[src/core/dual_adc_regs.svh]
// Register offsets, field positions, reset values and timing counts of the mode sequencer.
`ifndef DUAL_ADC_REGS_SVH
`define DUAL_ADC_REGS_SVH

// Register addresses on the special-function register port.
`define ADDR_MODE 8'hD1
`define ADDR_CTRL0 8'hD2
`define ADDR_CTRL1 8'hD3
`define ADDR_STATUS 8'hD8

// Power-on values.
`define MODE_RST 8'h00
`define CTRL0_RST 8'h07
`define CTRL1_RST 8'h00

// Operating mode register fields.
`define MODE_EN0_BIT 5
`define MODE_EN1_BIT 4
`define MODE_CODE_MSB 2
`define MODE_CODE_LSB 0

// Control register fields, same layout for both converters.
`define CTRL_REF_BIT 6
`define CTRL_CH_MSB 5
`define CTRL_CH_LSB 4

// Status register fields.
`define STAT_PRIMARY_READY_FLAG_BIT 7
`define STAT_AUXILIARY_READY_FLAG_BIT 6
`define STAT_CAL_BIT 5
`define STAT_NOREF_BIT 4
`define STAT_PRIMARY_ERROR_FLAG_BIT 3
`define STAT_AUXILIARY_ERROR_FLAG_BIT 2

// Auxiliary channel code that routes the temperature sensor.
`define AUX_CH_TEMP 2'h3

// Filter rate used for every calibration.
`define FILTER_RATE_MAX 8'hFF

// Primary outputs an auxiliary converter may wait to fall into step.
`define AUX_ALIGN_OUTPUTS 2'h3
`define NO_ALIGN_OUTPUTS 2'h1

`endif

[src/core/dual_adc_pkg.sv]
// Types shared by the converter mode sequencer.
package dual_adc_pkg;

  // Shared three-bit operating mode of both converters.
  typedef enum logic [2:0] {
    MODE_POWER_DOWN = 3'b000,
    MODE_IDLE = 3'b001,
    MODE_SINGLE = 3'b010,
    MODE_CONTINUOUS = 3'b011,
    MODE_CAL_INT_ZERO = 3'b100,
    MODE_CAL_INT_FULL = 3'b101,
    MODE_CAL_SYS_ZERO = 3'b110,
    MODE_CAL_SYS_FULL = 3'b111
  } mode_e;

  // What the converter input is connected to.
  typedef enum logic [1:0] {
    SRC_CHANNEL = 2'b00,
    SRC_SHORT = 2'b01,
    SRC_REFERENCE = 2'b10
  } input_source_e;

endpackage : dual_adc_pkg

[src/core/dual_adc_mode_sequencer.sv]
`timescale 1ns/1ps
// Mode sequencer for a primary and an auxiliary sigma-delta converter.
`include "dual_adc_regs.svh"
module dual_adc_mode_sequencer #(
  parameter int RATE_W = 8,
  parameter int UNIT_CYCLES = 16
) (
  input wire logic core_clk,
  input wire logic arst_n,
  input wire logic [7:0] sfr_addr,
  input wire logic [7:0] sfr_wdata,
  input wire logic sfr_wr,
  input wire logic sfr_rd,
  output logic [7:0] sfr_rdata,
  input wire logic [RATE_W-1:0] filter_rate_word,
  input wire logic no_ext_ref,
  input wire logic primary_clamp,
  input wire logic aux_clamp,
  output logic primary_powered,
  output logic aux_powered,
  output logic primary_mod_reset,
  output logic aux_mod_reset,
  output logic [1:0] primary_source,
  output logic [1:0] aux_source,
  output logic primary_ext_ref,
  output logic aux_ext_ref,
  output logic primary_result_we,
  output logic aux_result_we,
  output logic primary_cal_we,
  output logic aux_cal_we,
  output logic [2:0] cal_kind
);

  if (RATE_W < 1 || RATE_W > 8) begin : g_bad_rate
    $error("dual_adc_mode_sequencer serves filter rate widths of 1 to 8 bits");
  end

  // Register contents.
  dual_adc_pkg::mode_e mode;
  logic en0;
  logic en1;
  logic [7:0] ctrl0;
  logic [7:0] ctrl1;

  // Flags.
  logic primary_ready_flag;
  logic auxiliary_ready_flag;
  logic cal_flag;
  logic primary_error_flag;
  logic auxiliary_error_flag;

  // Per-converter work still owed in single or calibration mode.
  logic pending0;
  logic pending1;
  logic aux_realign;

  // Decoded accesses.
  logic wr_mode;
  logic wr_ctrl0;
  logic wr_ctrl1;
  logic wr_status;
  dual_adc_pkg::mode_e wr_code;
  logic wr_en0;
  logic wr_en1;
  logic start_write;
  logic cal_write;

  // Sequencing terms.
  logic is_cal;
  logic is_single;
  logic is_cont;
  logic run0;
  logic run1;
  logic restart_both;
  logic restart_aux;
  logic aux_enable_only;
  logic [RATE_W-1:0] rate;
  logic tick0;
  logic tick1;
  logic done0;
  logic done1;
  logic take0;
  logic take1;
  logic aux_temp_sel;
  logic next_pending0;
  logic next_pending1;
  logic finish;

  // Register port decode; each access is a single-cycle strobe.
  assign wr_mode = sfr_wr && sfr_addr == `ADDR_MODE;
  assign wr_ctrl0 = sfr_wr && sfr_addr == `ADDR_CTRL0;
  assign wr_ctrl1 = sfr_wr && sfr_addr == `ADDR_CTRL1;
  assign wr_status = sfr_wr && sfr_addr == `ADDR_STATUS;
  assign wr_code = dual_adc_pkg::mode_e'(sfr_wdata[`MODE_CODE_MSB:`MODE_CODE_LSB]);
  assign wr_en0 = sfr_wdata[`MODE_EN0_BIT];
  assign wr_en1 = sfr_wdata[`MODE_EN1_BIT];
  assign start_write = wr_mode && wr_code >= dual_adc_pkg::MODE_SINGLE;
  assign cal_write = wr_mode && wr_code[2];

  // Mode classes; the top code bit marks every calibration.
  assign is_cal = mode[2];
  assign is_single = mode == dual_adc_pkg::MODE_SINGLE;
  assign is_cont = mode == dual_adc_pkg::MODE_CONTINUOUS;

  // A converter runs only when enabled and the shared mode asks for work.
  assign run0 = en0 && (is_cont || ((is_single || is_cal) && pending0));
  assign run1 = en1 && (is_cont || ((is_single || is_cal) && pending1));

  // A mode write that only raises the auxiliary enable spares a running primary.
  assign aux_enable_only = wr_mode && wr_en1 && !en1 &&
    wr_en0 == en0 && wr_code == mode;
  // Any other mode write, even of the same value, restarts both converters.
  // The primary takes priority: its control write while enabled, or its enable rise, resets both.
  assign restart_both = (wr_mode && !aux_enable_only) || (wr_ctrl0 && en0);
  // Auxiliary control writes and mode writes that only raise the auxiliary enable reset the auxiliary alone.
  assign restart_aux = restart_both || wr_ctrl1 || aux_enable_only;

  // Calibrations ignore the programmed rate; the code being written decides the
  // period loaded at the restart, otherwise the first output would use the old rate.
  assign rate = (wr_mode ? wr_code[2] : is_cal) ? RATE_W'(`FILTER_RATE_MAX) :
    filter_rate_word;

  converter_engine #(
    .RATE_W(RATE_W),
    .UNIT_CYCLES(UNIT_CYCLES)
  ) u_primary (
    .core_clk(core_clk),
    .arst_n(arst_n),
    .restart(restart_both),
    .run(run0),
    .rate(rate),
    .use_ext(1'b0),
    .ext_tick(1'b0),
    .settle(`NO_ALIGN_OUTPUTS),
    .tick(tick0),
    .done(done0)
  );

  // The auxiliary steps on primary outputs while the primary runs, so the two
  // never drift in phase; after an auxiliary-only reset it waits three outputs.
  converter_engine #(
    .RATE_W(RATE_W),
    .UNIT_CYCLES(UNIT_CYCLES)
  ) u_auxiliary (
    .core_clk(core_clk),
    .arst_n(arst_n),
    .restart(restart_aux),
    .run(run1),
    .rate(rate),
    .use_ext(run0),
    .ext_tick(tick0),
    .settle(aux_realign && run0 ? `AUX_ALIGN_OUTPUTS : `NO_ALIGN_OUTPUTS),
    .tick(tick1),
    .done(done1)
  );

  // A completion is accepted only while the ready flag is clear.
  assign take0 = done0 && run0 && !primary_ready_flag;
  assign take1 = done1 && run1 && !auxiliary_ready_flag;
  assign aux_temp_sel = ctrl1[`CTRL_CH_MSB:`CTRL_CH_LSB] == `AUX_CH_TEMP;

  // Pending work is owed per enabled converter and retired on acceptance.
  always_comb begin
    next_pending0 = pending0;
    next_pending1 = pending1;
    if (take0) begin
      next_pending0 = 1'b0;
    end
    if (take1) begin
      next_pending1 = 1'b0;
    end
  end

  // The operation ends when the last owed converter has delivered.
  assign finish = (is_single || is_cal) && (pending0 || pending1) &&
    !next_pending0 && !next_pending1 && !wr_mode;

  // Pending bits are loaded by a starting mode write, which wins over completion.
  always_ff @(posedge core_clk or negedge arst_n) begin
    if (!arst_n) begin
      pending0 <= 1'b0;
      pending1 <= 1'b0;
    end else if (wr_mode) begin
      pending0 <= start_write && wr_en0;
      pending1 <= start_write && wr_en1;
    end else begin
      pending0 <= next_pending0;
      pending1 <= next_pending1;
    end
  end

  // Auxiliary realignment is wanted after a reset that spared the primary.
  always_ff @(posedge core_clk or negedge arst_n) begin
    if (!arst_n) begin
      aux_realign <= 1'b0;
    end else if (restart_both) begin
      aux_realign <= 1'b0;
    end else if (wr_ctrl1 || aux_enable_only) begin
      aux_realign <= 1'b1;
    end else if (take1) begin
      aux_realign <= 1'b0;
    end
  end

  // Mode register; software writes take priority over the return to power-down.
  always_ff @(posedge core_clk or negedge arst_n) begin
    if (!arst_n) begin
      mode <= dual_adc_pkg::mode_e'(`MODE_RST);
      en0 <= 1'b0;
      en1 <= 1'b0;
    end else if (wr_mode) begin
      mode <= wr_code;
      en0 <= wr_en0;
      en1 <= wr_en1;
    end else if (finish) begin
      mode <= dual_adc_pkg::MODE_POWER_DOWN;
    end
  end

  // Control registers hold reference and channel selection.
  always_ff @(posedge core_clk or negedge arst_n) begin
    if (!arst_n) begin
      ctrl0 <= `CTRL0_RST;
      ctrl1 <= `CTRL1_RST;
    end else begin
      if (wr_ctrl0) begin
        ctrl0 <= sfr_wdata;
      end
      if (wr_ctrl1) begin
        ctrl1 <= sfr_wdata;
      end
    end
  end

  // Ready flags: cleared by a starting mode write or by writing zero to the bit.
  status_flag u_primary_ready_flag (
    .core_clk(core_clk),
    .arst_n(arst_n),
    .set(take0),
    .clear(start_write || cal_write || (wr_status && !sfr_wdata[`STAT_PRIMARY_READY_FLAG_BIT])),
    .q(primary_ready_flag)
  );

  status_flag u_auxiliary_ready_flag (
    .core_clk(core_clk),
    .arst_n(arst_n),
    .set(take1),
    .clear(start_write || cal_write || (wr_status && !sfr_wdata[`STAT_AUXILIARY_READY_FLAG_BIT])),
    .q(auxiliary_ready_flag)
  );

  // Calibration status is set when a calibration returns to power-down.
  status_flag u_cal (
    .core_clk(core_clk),
    .arst_n(arst_n),
    .set(finish && is_cal),
    .clear(start_write),
    .q(cal_flag)
  );

  // Errors flag clamped results, or a failed auxiliary calibration.
  status_flag u_primary_error_flag (
    .core_clk(core_clk),
    .arst_n(arst_n),
    .set(take0 && !is_cal && primary_clamp),
    .clear(start_write),
    .q(primary_error_flag)
  );

  status_flag u_auxiliary_error_flag (
    .core_clk(core_clk),
    .arst_n(arst_n),
    .set(take1 && (is_cal ? aux_temp_sel : aux_clamp)),
    .clear(start_write),
    .q(auxiliary_error_flag)
  );

  // Write pulses towards the result and coefficient registers.
  always_ff @(posedge core_clk or negedge arst_n) begin
    if (!arst_n) begin
      primary_result_we <= 1'b0;
      aux_result_we <= 1'b0;
      primary_cal_we <= 1'b0;
      aux_cal_we <= 1'b0;
    end else begin
      primary_result_we <= take0 && !is_cal;
      aux_result_we <= take1 && !is_cal;
      primary_cal_we <= take0 && is_cal;
      aux_cal_we <= take1 && is_cal && !aux_temp_sel;
    end
  end

  // Power and hold state of each converter; idle keeps clocks but holds reset.
  always_ff @(posedge core_clk or negedge arst_n) begin
    if (!arst_n) begin
      primary_powered <= 1'b0;
      aux_powered <= 1'b0;
      primary_mod_reset <= 1'b1;
      aux_mod_reset <= 1'b1;
    end else begin
      primary_powered <= en0 && mode != dual_adc_pkg::MODE_POWER_DOWN;
      aux_powered <= en1 && mode != dual_adc_pkg::MODE_POWER_DOWN;
      primary_mod_reset <= !run0 || restart_both;
      aux_mod_reset <= !run1 || restart_aux;
    end
  end

  // Input routing follows the calibration kind.
  always_ff @(posedge core_clk or negedge arst_n) begin
    if (!arst_n) begin
      primary_source <= dual_adc_pkg::SRC_CHANNEL;
      aux_source <= dual_adc_pkg::SRC_CHANNEL;
      primary_ext_ref <= 1'b0;
      aux_ext_ref <= 1'b0;
      cal_kind <= 3'h0;
    end else begin
      case (mode)
        dual_adc_pkg::MODE_CAL_INT_ZERO: begin
          primary_source <= dual_adc_pkg::SRC_SHORT;
          aux_source <= dual_adc_pkg::SRC_SHORT;
        end
        dual_adc_pkg::MODE_CAL_INT_FULL: begin
          primary_source <= dual_adc_pkg::SRC_REFERENCE;
          aux_source <= dual_adc_pkg::SRC_REFERENCE;
        end
        default: begin
          // System calibrations sample the selected channel pair.
          primary_source <= dual_adc_pkg::SRC_CHANNEL;
          aux_source <= dual_adc_pkg::SRC_CHANNEL;
        end
      endcase
      primary_ext_ref <= ctrl0[`CTRL_REF_BIT];
      aux_ext_ref <= ctrl1[`CTRL_REF_BIT];
      cal_kind <= mode;
    end
  end

  // Registered read data; unmapped addresses read as zero.
  always_ff @(posedge core_clk or negedge arst_n) begin
    if (!arst_n) begin
      sfr_rdata <= 8'h00;
    end else if (sfr_rd) begin
      case (sfr_addr)
        `ADDR_MODE: sfr_rdata <= {2'h0, en0, en1, 1'b0, mode};
        `ADDR_CTRL0: sfr_rdata <= ctrl0;
        `ADDR_CTRL1: sfr_rdata <= ctrl1;
        `ADDR_STATUS: sfr_rdata <= {primary_ready_flag, auxiliary_ready_flag, cal_flag, no_ext_ref, primary_error_flag, auxiliary_error_flag, 2'h0};
        default: sfr_rdata <= 8'h00;
      endcase
    end
  end

endmodule : dual_adc_mode_sequencer

[src/core/status_flag.sv]
`timescale 1ns/1ps
// One sticky status flag: hardware set wins over any clear in the same cycle.
module status_flag (
  input wire logic core_clk,
  input wire logic arst_n,
  input wire logic set,
  input wire logic clear,
  output logic q
);

  // A set arriving with a clear is kept so no completion is lost.
  always_ff @(posedge core_clk or negedge arst_n) begin
    if (!arst_n) begin
      q <= 1'b0;
    end else if (set) begin
      q <= 1'b1;
    end else if (clear) begin
      q <= 1'b0;
    end
  end

endmodule : status_flag

[src/core/converter_engine.sv]
`timescale 1ns/1ps
// Output timing of one converter: rate divider, optional external phase and settling count.
module converter_engine #(
  parameter int RATE_W = 8,
  parameter int UNIT_CYCLES = 16
) (
  input wire logic core_clk,
  input wire logic arst_n,
  input wire logic restart,
  input wire logic run,
  input wire logic [RATE_W-1:0] rate,
  input wire logic use_ext,
  input wire logic ext_tick,
  input wire logic [1:0] settle,
  output logic tick,
  output logic done
);

  localparam int CNT_W = RATE_W + $clog2(UNIT_CYCLES + 1) + 1;

  if (UNIT_CYCLES < 1 || RATE_W < 1) begin : g_bad_param
    $error("converter_engine needs RATE_W and UNIT_CYCLES of at least one");
  end

  logic [CNT_W-1:0] count;
  logic [CNT_W-1:0] period_m1;
  logic [1:0] seen;

  // One output every (rate + 1) rate units of modulator cycles.
  assign period_m1 = CNT_W'((32'(rate) + 32'd1) * 32'(UNIT_CYCLES) - 32'd1);
  assign tick = run && !restart && (use_ext ? ext_tick : (count == '0));

  // Own divider; it restarts with every converter reset so the phase is known.
  always_ff @(posedge core_clk or negedge arst_n) begin
    if (!arst_n) begin
      count <= '0;
    end else if (restart || !run || count == '0) begin
      count <= period_m1;
    end else begin
      count <= count - 1'b1;
    end
  end

  // Outputs before the settle count are swallowed while the filter fills.
  always_ff @(posedge core_clk or negedge arst_n) begin
    if (!arst_n) begin
      seen <= 2'h0;
      done <= 1'b0;
    end else if (restart || !run) begin
      seen <= 2'h0;
      done <= 1'b0;
    end else begin
      // Widened by one bit so a saturated count of three still compares as four.
      done <= tick && ({1'b0, seen} + 3'h1 >= {1'b0, settle});
      if (tick && seen != 2'h3) begin
        seen <= seen + 2'h1;
      end
    end
  end

endmodule : converter_engine

[config.mk]
export PLATFORM = sky130hd
export DESIGN_NAME = dual_adc_mode_sequencer
export DESIGN_NICKNAME = d
export VERILOG_FILES = /design/src/core/dual_adc_pkg.sv /design/src/core/dual_adc_mode_sequencer.sv /design/src/core/status_flag.sv /design/src/core/converter_engine.sv
export VERILOG_INCLUDE_DIRS = /design/src /design/src/core
export SDC_FILE = /design/constraint.sdc
export NUM_CORES = 1
export LEC_CHECK = 0
export BUFFER_PORTS_ARGS = -buffer_cell sky130_fd_sc_hd__buf_2
export CORE_MARGIN = 2
export CORE_UTILIZATION = 40
export DETAILED_ROUTE_END_ITERATION = 7
export HOLD_SLACK_MARGIN = 0.06
export PLACE_DENSITY = 0.71
export SYNTH_ARGS = -nofsm -noshare
export SYNTH_HDL_FRONTEND = slang
export SYNTH_SLANG_ARGS = --single-unit
[constraint.sdc]
create_clock -name core_clk -period 2.78 [get_ports core_clk]
set_input_delay 0.278 -clock core_clk [delete_from_list [all_inputs] [get_ports core_clk]]
set_output_delay 0.278 -clock core_clk [all_outputs]
set_load 0.01 [all_outputs]
# After elaboration in Yosys (flattened, before gate mapping)

Index checks and enable logic that the tools add are counted.

Multiplexer cells: 32
$add $sub $neg: 8
Order comparisons: 3
Reduce and logical (&&, ||, !) cells: 89
Equal/unequal tests: 13

Operator list:

| kind                                                | count |
|---|---|
| logical AND 1 bit                                   | 47 |
| subtractor 14 x 1 -> 14 bit, second input constant  | 3 |
| equality test 8 bit, second input constant          | 4 |
| case mux 8 bit (4 select lines)                     | 1 |
| logical NOT 14 bit                                  | 2 |
| 2-to-1 mux 14 bit                                   | 2 |
| 2-to-1 mux 1 bit                                    | 20 |
| nonzero test 2 bit                                  | 8 |
| logical NOT 1 bit                                   | 15 |
| logical OR 1 bit                                    | 15 |
| 2-to-1 mux 2 bit                                    | 5 |
| adder 8 x 1 -> 9 bit, second input constant         | 1 |
| 2-to-1 mux 8 bit                                    | 1 |
| adder 2 x 1 -> 3 bit, second input constant         | 2 |
| equality test 3 x 2 -> 1 bit, second input constant | 2 |
| equality test 3 bit, second input constant          | 2 |
| 2-to-1 mux 3 bit                                    | 2 |
| nonzero test 3 bit                                  | 2 |
| adder 2 x 1 -> 2 bit, second input constant         | 2 |
| != test 2 bit, second input constant                | 2 |
| case mux 2 bit (2 select lines)                     | 1 |
| equality test 3 bit                                 | 1 |
| >= comparator 3 x 1 -> 1 bit, second input constant | 1 |
| >= comparator 3 x 2 -> 1 bit                        | 1 |
| other kinds (3)                                     | 3 |

Logic and storage cells: 177
Bits in registers: 86
Bits of input ports: 31

# Logic depth before layout (Yosys ltp)

Gate-level depths: netlist (run 1).

Depth after elaboration: 17
Mapped depth: 16
Depth with buffers taken out: 13

# Hierarchy

Synthesis (run 1) repeated with hierarchy kept, for this count alone.

Cell total of the unflattened synthesis: 549
Area total of the unflattened synthesis: 5,186.2 µm²

Modules (own cells, without submodules):

| module                  | sequential area each (µm²) | area an instance (µm²) | instances | cells an instance |
|---|---|---|---|---|
| converter_engine        | 425.4                      | 1,342.5                | 2         | 159 |
| dual_adc_mode_sequencer | 1,182.4                    | 2,319.7                | 1         | 216 |
| status_flag             | 25.0                       | 36.3                   | 5         | 3 |

# Worst setup path after synthesis (run 1)

OpenSTA, ideal clock, no wires.

Kind: input-to-reg
Start point: in sfr_addr[3]
End point: reg u_auxiliary.count[11]
Setup slack: -0.292 ns
Arrival time: 2.921 ns
Path buffers: 3
Cell stages on the path: 14
Setup time: 0.151 ns
Cells stage by stage: buf_6 > or3b_4 > o31ai_4 > nand2_1 > clkbuf_1 > nor2_1 > inv_1 > ha_1 > clkbuf_1 > or4_1 > a31o_1 > a21boi_2 > xnor2_1 > mux2i_1

Word-level cells in the longest chain between the ends: 14

RTL lines:

| item                                                                 | line                          | source |
|---|---|---|
| from (decl)                                                          | dual_adc_mode_sequencer.sv:10 | `input wire logic [7:0] sfr_addr,` |
| branches (longest 13 deep; another with subtractor 14 x 1 -> 14 bit) | n/a                           |  |
| 2-to-1 mux 14 bit (*)                                                | converter_engine.sv:37        | `end else if (restart \|\| !run \|\| count == '0) begin` |
| to (signal assigned)                                                 | converter_engine.sv:38        | `count <= period_m1;` |
| to (signal assigned)                                                 | converter_engine.sv:40        | `count <= count - 1'b1;` |
| to (decl)                                                            | converter_engine.sv:25        | `logic [CNT_W-1:0] count;` |

Mark *: on every way between the ends.
A chain may end at the register's enable or synchronous reset.

# Worst setup path in the final report (run 1)

Start point: reg mode[2]
End point: reg u_primary.count[11]

Word-level cells in the longest chain between the ends: 9

RTL lines:

| item                                                                | line                           | source |
|---|---|---|
| from (decl)                                                         | dual_adc_mode_sequencer.sv:39  | `dual_adc_pkg::mode_e mode;` |
| from (signal assigned)                                              | dual_adc_mode_sequencer.sv:208 | `` mode <= dual_adc_pkg::mode_e'(`MODE_RST); `` |
| from (signal assigned)                                              | dual_adc_mode_sequencer.sv:212 | `mode <= wr_code;` |
| from (signal assigned)                                              | dual_adc_mode_sequencer.sv:216 | `mode <= dual_adc_pkg::MODE_POWER_DOWN;` |
| branches (longest 8 deep; another with subtractor 14 x 1 -> 14 bit) | n/a                            |  |
| 2-to-1 mux 14 bit (*)                                               | converter_engine.sv:37         |  |
| to (signal assigned)                                                | converter_engine.sv:38         |  |
| to (signal assigned)                                                | converter_engine.sv:40         |  |
| to (decl)                                                           | converter_engine.sv:25         |  |

Marks and branches as above.

==> results_dict.tcl, run 1 <==
set metrics [dict create \
    portBuffers 55 \
    ctsLongestPathBuffers 2 \
    cp_cell_sequence "buf_4 -> o31ai_4 -> nand2_1 -> nor2_1 -> inv_1 -> ha_2 -> a21bo_2 -> nor3_1 -> o41ai_1 -> a221oi_2 -> a21boi_2 -> xnor2_1 -> mux2i_1" \
    p_int_mw 1.81 \
    r2r-start "mode[2]" \
    synth_edf_count 0 \
    routed_via_density 5.37 \
    path_buf_inv 2 \
    p_leak_nw 2.23 \
    netlist_area_mm2 0.00434 \
    syn_area_per_cell_um2 9.95 \
    fin_nets 541 \
    slew_headroom 0.285 \
    clockRootBuffer "clkbuf_8" \
    n_fill_cell 1024 \
    die_w_um 108 \
    grt_pass1_vias 3454 \
    power_mw 2.43 \
    cts.sinks 84 \
    p_sw_mw 0.624 \
    crit_arrival_ns 2.80 \
    synth.distinct_cells 60 \
    die-area_mm2 0.0117 \
    worst_clock_skew_ns 0.00976 \
    ys_ff_latch 84 \
    die_h_um 108 \
    cp_slowest_cell "dfrtp_1" \
    routed-via-count 3492 \
    setup_viol 0 \
    power.density_mw_per_mm2 482 \
    rr_worst_depth 13 \
    grt_max_degree 85 \
    hold_viol 0 \
    drt_iter0_drc 161 \
    worstSetupPathType "flip-flop to flip-flop" \
    post_cts_buffers 0 \
    r2r-end "u_primary.count[11]" \
    critPathCapture "u_primary.count[11]" \
    p_sw_frac 0.256 \
    period_share 0.930 \
    hold_path_class "input port to asynchronous set/reset pin" \
    synthArstFlopShare 1.00 \
    h-tree-depth 3 \
    preCtsSetupSlack_ns -0.0795 \
    antenna_cells 0 \
    period_minus_slack_ns 2.59 \
    cpPeakStageDelay_ns 0.37 \
    rows 38 \
    drt_wl_total_um 10100 \
    area_growth_syn_to_layout_pct 16.5 \
    fmax_mhz 387 \
    hpwl_um 7460 \
    crit_cells 13 \
    max_cap_viol_count 0 \
    place_inst 634 \
    firstDrtPassIters 5 \
    drc 0 \
    grt_overflow 0 \
    drive_above_1_share 0.253 \
    grt_pass1_wl_um 16900 \
    worst-path-max-fanout 13 \
    comb_power_share 0.099 \
    grt_usage 0.187 \
    clk_pin_slew_ns 0.09 \
    r2r_slack_ns 0.19 \
    synth_flop_cell "dfrtp_1" \
    io_pins 56 \
    fin_ws_ns 0.195 \
    antenna_found_initial 0 \
    wl_per_cell_um 15.5 \
    end_kind "flip-flop" \
    start_util 0.405 \
    fin_hold_ws_ns 0.0779 \
    seq_power_share 0.535 \
    irDropWorstVdd_mv 0.307 \
    cp.required_ns 2.99 \
    startpoint "mode[2]" \
    core_mm2 0.0107 \
    syn_nets 472 \
    finalNonFillerCells 650 \
    worstSetupStartpointType "flip-flop" \
    p_clk_frac 0.366 \
    grt_setup_unrepaired "false" \
    finalInstanceArea_mm2 0.00505 \
    yosys_warnings 0 \
    worstSkewPairLatency_ns 0.35 \
    postSynthCellCount 436 \
    drtAntennaViolNets 0 \
    outcome "finished clean" \
    dpl_cell_area_mm2 0.00485 \
    cts_buffers 9 \
    maxSlewViolCount 0 \
    cts_tree "built" \
    yosysSeqAreaShare 0.486 \
    crit_family "compound AO/OA/AOI/OAI gates" \
    gp_congestion 0.884 \
    worstMarginPinSlew_ns 1.07 \
]
## worst min path at each step
stage | from | end
6_report | arst_n | u_primary.count[5]
5_1_grt | primary_clamp | u_primary_error_flag.q
4_1_cts | primary_clamp | u_primary_error_flag.q
3_5_place_dp | ctrl1[6] | aux_ext_ref
3_3_place_gp | ctrl0[6] | primary_ext_ref
2_1_floorplan | arst_n | aux_cal_we
## worst register-to-register path, delay by kind of cell (launching register included)
family / cells / cell delay, ns
AO/OA/AOI/OAI: 5 / 0.98
flip-flops: 1 / 0.37
buffers and inverters: 2 / 0.30
AND/OR/NAND/NOR: 3 / 0.28
adder cells (fa/ha/maj): 1 / 0.25
XOR/XNOR: 1 / 0.16
multiplexers: 1 / 0.10
## repair_timing
item,in CTS,in global routing
gates resized for setup,0,1
setup endpoints to repair,0,2
hold buffers,0,0
## metrics by stage
stage / setup TNS, ns / utilization
finish: 0 / 0.472
global route: 0 / 0.472
CTS: 0 / 0.472
detailed placement: -0.166 / 0.454
global placement: 0 / 0.454
floorplan: -0.438 / -
## power by group through the flow
stage | Sequential (mW) | Clock (mW) | Combinational (mW)
finish | 1.30 | 0.891 | 0.241
global route | 1.31 | 0.968 | 0.269
CTS | 1.30 | 0.918 | 0.242
detailed placement | 1.33 | 0 | 0.241
global placement | 1.32 | 0 | 0.234
floorplan | 1.32 | 0 | 0.139
## synth_stat cells, types with 2 or more instances
cell type  instances  area (um2)
a32o_1             2        20.0
xnor2_1           22         193
a21oi_1           16        80.1
o22ai_1            7        43.8
nand4_1            2        12.5
o21ai_0           10        50.1
o211ai_1           4        30.0
a22o_1             2        17.5
dfstp_2            5         131
nand4b_1           3        26.3
a22oi_1            9        67.6
o32ai_1            2        17.5
nor2b_1            9        56.3
nor3_1            18        90.1
nand2_1           48         180
clkbuf_1           7        26.3
buf_2              6        30.0
o21ai_1            3        15.0
ha_1               4        50.1
or3_1              4        25.0
nor3b_1            2        15.0
a31oi_1            7        43.8
nor3_2             2        20.0
nand3b_1           4        30.0
inv_1             20        75.1
nor4_1             5        31.3
nand3_1           14        70.1
nor2_1            44         165
and3_1             3        18.8
and2_1             2        12.5
xor2_1             9        78.8
mux2i_1           12         120
buf_4              3        22.5
dfrtp_1           79        1980
nor3b_2            2        25.0
o22a_1             3        26.3
mux2_2            18         203
nand2b_1           2        12.5
## cells in the final DEF, fill, tap and decap left out, types with 10 or more instances in the layout
| cell type | count |
|---|---|
| o21ai_0 | 10 |
| nor2_1 | 44 |
| buf_2 | 54 |
| clkbuf_8 | 10 |
| nand3_1 | 14 |
| nand2_1 | 48 |
| nor3_1 | 18 |
| dfrtp_1 | 79 |
| xnor2_1 | 22 |
| inv_1 | 19 |
| mux2i_1 | 12 |
| buf_4 | 21 |
| mux2_2 | 18 |
| a21oi_1 | 16 |
## cell families (layout without fill, tap and decap cells)
family                     count (synthesis)  in the layout  share of synthesized area
DFF                                       84             84                      0.486
xor gates and xnor gates                  31             31                     0.0626
adders and majority gates                  5              5                     0.0162
AOI/OAI and AO/OA                         77             77                      0.125
muxes                                     30             30                     0.0744
and+or+nand+nor                          172            172                      0.198
buffers and inverters                     37            111                     0.0381
## flip-flops by register name, indices dropped and copies added, names as in the netlist, 2 cells and up
signal and count:
aux_source 2, cal_kind 3, ctrl0 8, ctrl1 8
mode 3, sfr_rdata 8, u_auxiliary.count 14, u_auxiliary.seen 2
u_primary.count 14
## final cells by class
type                            instances  area (um2)  share of cell area
Multi-Input combinational cell        315        2070               0.409
Tap cell                              140         175              0.0347
Inverter                               20        75.1              0.0149
Sequential cell                        84        2110               0.417
Clock inverter                          5        60.1              0.0119
Clock buffer                           11         141              0.0280
Timing Repair Buffer                   75         428              0.0847
## routing by layer
metal | up-vias | wire (um) | track usage
li1 | 1671 | - | -
met1 | 1694 | 4460 | 0.245
met2 | 109 | 4740 | 0.297
met3 | 18 | 642 | 0.0512
met4 | 0 | 221 | 0.0678
met5 | - | 0 | 0
Power figures use the tool's default switching activity.
==> inputs of run 2 (changes only) <==
--- a/config.mk
+++ b/config.mk
@@ -10,6 +10,7 @@
 export CORE_MARGIN = 2
 export CORE_UTILIZATION = 40
 export DETAILED_ROUTE_END_ITERATION = 7
+export GPL_TIMING_DRIVEN = 0
 export HOLD_SLACK_MARGIN = 0.06
 export PLACE_DENSITY = 0.71
 export SYNTH_ARGS = -nofsm -noshare
==> run 2 against run 1 <==
Total power up 0.94%. Utilization up 2.3 points. Global-route usage about the same. Sequential share of layout area down 1.9 points. Register-to-register slack about the same. Clock power down 1%. Hold slack better by 0.088 ns. Worst setup slack worse by 0.068 ns. Sequential cell count unchanged. Critical path type is now input port to flip-flop. Critical endpoint is now u_auxiliary.count[11]. Largest cell class is now multi-input gates. Highest routed layer unchanged.
==> results_dict.tcl, run 2 (synthesized netlist as in run 1, its figures left out) <==
set metrics [dict create \
    cts_tree "built" \
    p_sw_mw 0.626 \
    fmax_mhz 377 \
    final_common_cell "dfrtp_1" \
    hpwl_um 7400 \
    worst_clock_skew_ns 0.0101 \
    grt_overflow 0 \
    antenna_found_initial 0 \
    slew_headroom 0.434 \
    end_kind "flip-flop" \
    power.density_mw_per_mm2 464 \
    p_leak_nw 2.34 \
    p_int_mw 1.83 \
    cpPeakStageDelay_ns 0.42 \
    path_common_cell "buf_4" \
    period_share 0.954 \
    setup_viol 0 \
    max_cap_viol_count 0 \
    wl_per_cell_um 15.4 \
    largestRegisters "u_auxiliary.count: 14 flops, u_primary.count: 14 flops" \
    worstSetupPathType "input port to flip-flop" \
    routed-via-count 3570 \
    io_pins 56 \
    cp.required_ns 2.98 \
    maxSlewViolCount 0 \
    gp_congestion 0.860 \
    grt_max_degree 51 \
    start_util 0.405 \
    period_minus_slack_ns 2.65 \
    grt_setup_unrepaired "false" \
    worst-path-max-fanout 8 \
    fin_nets 557 \
    cp_cell_sequence "buf_8 -> or3b_4 -> o31ai_4 -> nand2_2 -> buf_6 -> buf_4 -> buf_4 -> buf_4 -> buf_4 -> buf_4 -> buf_4 -> buf_4 -> buf_4 -> buf_4 -> nand2_4 -> a21boi_4 -> xnor2_2 -> mux2i_1" \
    setup-tns-final_ns 0 \
    antenna_cells 0 \
    core_mm2 0.0107 \
    crit_arrival_ns 2.85 \
    worstMarginPinSlew_ns 0.849 \
    n_fill_cell 997 \
    seq_power_share 0.529 \
    area_growth_syn_to_layout_pct 22.1 \
    drc 0 \
    h-tree-depth 3 \
    p_sw_frac 0.255 \
    fin_hold_ws_ns 0.166 \
    firstDrtPassIters 4 \
    drt_wl_total_um 10300 \
    die_w_um 108 \
    p_clk_frac 0.357 \
    grt_pass1_vias 3583 \
    ctsLongestPathBuffers 2 \
    comb_power_share 0.114 \
    clockRootBuffer "clkbuf_8" \
    power_mw 2.46 \
    die_h_um 108 \
    hold_viol 0 \
    drive_above_1_share 0.289 \
    cp_slowest_cell "or3b_4" \
    hold_path_class "input port to flip-flop" \
    outcome "finished clean" \
    worstSkewPairLatency_ns 0.35 \
    clk_pin_slew_ns 0.08 \
    most-common-layout-cells "dfrtp_1, buf_2, nand2_1" \
    drt_iter0_drc 212 \
    rows 38 \
    die-area_mm2 0.0117 \
    cts.sinks 84 \
    portBuffers 52 \
    worstSetupStartpointType "input port" \
    cts_buffers 9 \
    drtAntennaViolNets 0 \
    grt_usage 0.187 \
    irDropWorstVdd_mv 0.219 \
    grt_pass1_wl_um 17300 \
    routed_via_density 5.36 \
]
-- run 2: cell types whose count changed in the layout (fill, tap and decap cells not counted), sizes merged --
cell / before / now
clkinvlp: 1 / 2
inv: 21 / 20
dlygate4sd3: 0 / 1
clkbuf: 11 / 18
buf: 75 / 84
clkinv: 2 / 1
-- run 2: layout make-up --
class | count | area [um2] | area share
inverters | 20 | 75.1 | 0.0142
multi-input cells | 315 | 2170 | 0.409
repair buffers | 75 | 470 | 0.0888
clock buffers | 12 | 145 | 0.0274
clock inverters | 4 | 50.0 | 0.00945
well taps | 140 | 175 | 0.0331
flip-flops and latches | 84 | 2110 | 0.398
plain buffers | 16 | 106 | 0.0201
-- run 2: metal layers --
metal,GRT usage,part of all wire
met5,0,0
met4,0.0559,0.019
met3,0.0368,0.041
met2,0.315,0.48
met1,0.244,0.46
-- run 2: final timing paths --
kind | startpoint | to | slack [ns] | cells past startpoint
hold reg to reg | mode[1] | cal_kind[1] | 0.38 | 0
setup reg to reg | mode[2] | u_auxiliary.count[11] | 0.18 | 9
max in group asynchronous | arst_n | aux_mod_reset | 1.70 | 3
min in group asynchronous | arst_n | u_primary.count[3] | 0.43 | 2
setup / recovery | sfr_addr[3] | u_auxiliary.count[11] | 0.13 | 18
hold / removal | primary_clamp | u_primary_error_flag.q | 0.17 | 2
-- run 2: worst max-delay path, delay by kind of cell --
kind,cells,cell delay (ns)
and+or+nand+nor,3,0.61
xor gates and xnor gates,1,0.21
muxes,1,0.10
AOI/OAI and AO/OA,2,0.34
buffers and inverters,11,1.33
-- run 2: power by group through the flow --
| stage | clock network [mW] | registers, mW | logic [mW] |
|---|---|---|---|
| floorplan | 0 | 1.32 | 0.139 |
| global placement | 0 | 1.32 | 0.231 |
| detailed placement | 0 | 1.32 | 0.243 |
| CTS | 0.898 | 1.30 | 0.269 |
| global route | 0.944 | 1.31 | 0.310 |
| finish | 0.878 | 1.30 | 0.280 |
-- run 2: stage by stage --
stage               instance area (um2)  setup slack, ns  instances  utilization
floorplan                          4360           -0.157        436            -
global placement                   4800           -0.622        628        0.449
detailed placement                 4830           -0.626        629        0.451
CTS                                5210           0.0166        665        0.487
global route                       5300           0.0336        666        0.495
finish                             5300            0.127        666        0.495
-- run 2: timing repair --
| action | 4_1_cts | 5_1_grt |
|---|---|---|
| hold buffers | 1 | 0 |
| hold endpoints to repair | 32 | 0 |
| setup buffers | 20 | 2 |
| setup endpoints to repair | 6 | 6 |
| resized for setup | 11 | 16 |
| pin swaps | 7 | 11 |
==> inputs of run 3 (changes only) <==
==> constraint.sdc (replaced) <==
create_clock -name core_clk -period 2.4 [get_ports core_clk]
set_input_delay 0.24 -clock core_clk [delete_from_list [all_inputs] [get_ports core_clk]]
set_output_delay 0.24 -clock core_clk [all_outputs]
set_load 0.01 [all_outputs]
==> run 3 against run 2 <==
The run now ends with negative setup slack left. Sequential share of layout area is 1.2 points lower. Sequential power grew 16%. Global-route usage is 1.0 points higher. Non-clock buffer count grew 10. Combinational power grew 25%. Via count increased by 2.5%. Critical path depth fell by 5. First-iteration DRC count increased by 11%. Count of clock-buffer cells in the layout did not move. Sequential cell count unchanged. Utilization increased by 1.5 points.
==> results_dict.tcl, run 3 (synthesized netlist as in run 1, its figures left out) <==
set metrics [dict create \
    outcome "finished, violations left" \
    violations "negative setup slack" \
    grt_usage 0.197 \
    met1Wirelength_um 4780 \
    wl_met2_um 5290 \
    core_mm2 0.0107 \
    die_h_um 108 \
    drt_wl_total_um 11000 \
    period_share 1.08 \
    crit_arrival_ns 2.83 \
    largestRegisters "u_auxiliary.count: 14 flops, u_primary.count: 14 flops" \
    hold_depth 2 \
    drtAntennaViolNets 0 \
    worstSkewPairLatency_ns 0.36 \
    start_util 0.405 \
    grt_setup_unrepaired "true" \
    firstDrtPassIters 4 \
    hpwl_um 7360 \
    rows 38 \
    die_w_um 108 \
    clockRootBuffer "clkbuf_8" \
    ctsLongestPathBuffers 2 \
    routed_via_density 5.41 \
    drc 0 \
    end_kind "flip-flop" \
    fin_nets 567 \
    n_fill_cell 968 \
    drt_iter0_drc 236 \
    power_mw 2.87 \
    min_to "sfr_rdata[1]" \
    final_common_cell "dfrtp_1" \
    cts_tree "built" \
    routed-via-count 3658 \
    irDropWorstVdd_mv 0.292 \
    h-tree-depth 3 \
    grt_overflow 0 \
    die-area_mm2 0.0117 \
    preCtsSetupSlack_ns -1.01 \
    multi_input_area_mm2 0.00224 \
    grt_max_degree 54 \
    power.density_mw_per_mm2 526 \
    r2r_slack_ns -0.19 \
    setup-tns-final_ns -0.637 \
    most-common-layout-cells "dfrtp_1, buf_2, nand2_1" \
    r2r-start "mode[2]" \
    hold_viol 0 \
    cp.required_ns 2.63 \
    area_growth_syn_to_layout_pct 25.9 \
    grt_pass1_wl_um 17900 \
    r2r-end "u_auxiliary.count[11]" \
    grt_pass1_vias 3634 \
    maxUsedRoutingLayer "met4" \
    io_pins 56 \
    clk_pin_slew_ns 0.08 \
    period_minus_slack_ns 2.60 \
    worstSetupStartpointType "input port" \
    drive_above_1_share 0.328 \
    antenna_cells 0 \
    setup_viol 5 \
    wl_per_cell_um 16.3 \
    finalInstanceArea_mm2 0.00546 \
    wl_met3_um 581 \
    p_leak_nw 2.42 \
    seq_area_mm2 0.00211 \
    fin_ws_ns -0.202 \
    max_cap_viol_count 0 \
    worstHoldStart "sfr_addr[3]" \
    gp_congestion 0.858 \
    maxSlewViolCount 0 \
    worst-path-max-fanout 6 \
    dpl_cell_area_mm2 0.00483 \
    cts.sinks 84 \
    worst_clock_skew_ns 0.0128 \
    antenna_found_initial 0 \
    fmax_mhz 384 \
    utilization 0.511 \
    cts_buffers 9 \
    portBuffers 52 \
    worstSetupPathType "input port to flip-flop" \
    worstMarginPinSlew_ns 0.637 \
    rr_worst_depth 9 \
    hold_path_class "input port to flip-flop" \
    slew_headroom 0.573 \
]
-- run 3: changes by cell type in the layout (fill, tap and decap cells not counted), sizes merged --
| cell | previous run | this run |
|---|---|---|
| clkinv | 1 | 3 |
| clkinvlp | 2 | 0 |
| buf | 84 | 96 |
| clkbuf | 18 | 16 |
-- run 3: metal layers --
metal | GRT usage | up-vias
met2 | 0.323 | 117
met1 | 0.252 | 1787
met4 | 0.0833 | 0
met3 | 0.0422 | 34
li1 | - | 1720
met5 | 0 | -
-- run 3: worst max-delay path by stage --
| stage | start | endpoint | slack [ns] | cells past startpoint |
|---|---|---|---|---|
| 4_1_cts | sfr_addr[2] | u_auxiliary.count[11] | -0.23 | 13 |
| 2_1_floorplan | sfr_addr[3] | u_auxiliary.count[11] | -0.50 | 14 |
| 6_report | sfr_addr[3] | u_auxiliary.count[11] | -0.20 | 13 |
| 5_1_grt | sfr_addr[3] | u_auxiliary.count[11] | -0.27 | 13 |
| 3_5_place_dp | sfr_addr[5] | u_auxiliary.count[11] | -1.01 | 16 |
| 3_3_place_gp | sfr_addr[5] | u_auxiliary.count[11] | -0.91 | 16 |
-- run 3: through the flow --
step | cells | hold WS, ns
3_3_place_gp | 628 | 0.355
6_report | 676 | 0.105
2_1_floorplan | 436 | -0.0556
4_1_cts | 677 | 0.101
3_5_place_dp | 629 | 0.214
5_1_grt | 676 | 0.102
-- run 3: report_power, final --
| part | internal (mW) | leakage, nW | switching, mW |
|---|---|---|---|
| Sequential | 1.46 | 1.06 | 0.0467 |
| Clock | 0.509 | 0.100 | 0.505 |
| Combinational | 0.163 | 1.26 | 0.186 |
| Total | 2.14 | 2.42 | 0.738 |
-- run 3: worst max-delay path, cell delays in order --
cell and delay, ns:
buf_12 0.11, or3b_4 0.41, o31ai_4 0.26, nand2_2 0.13
buf_8 0.14, nor2_4 0.07, inv_2 0.05, ha_4 0.17
or4_4 0.51, a31o_4 0.26, a21boi_4 0.18, xnor2_2 0.17
mux2i_1 0.12
-- run 3: area by class of cell --
type / instances / area share
Inverter: 20 / 0.0137
Sequential cell: 84 / 0.386
Timing Repair Buffer: 86 / 0.102
Tap cell: 140 / 0.0321
Multi-Input combinational cell: 315 / 0.411
Buffer: 15 / 0.0199
Clock buffer: 12 / 0.0266
Clock inverter: 4 / 0.00893
-- run 3: what timing repair did --
action,CTS,global route
gates resized for setup,27,20
pin swaps,10,10
setup endpoints to repair,12,28
hold buffers,1,0
hold endpoints to repair,29,0
setup buffers,33,4
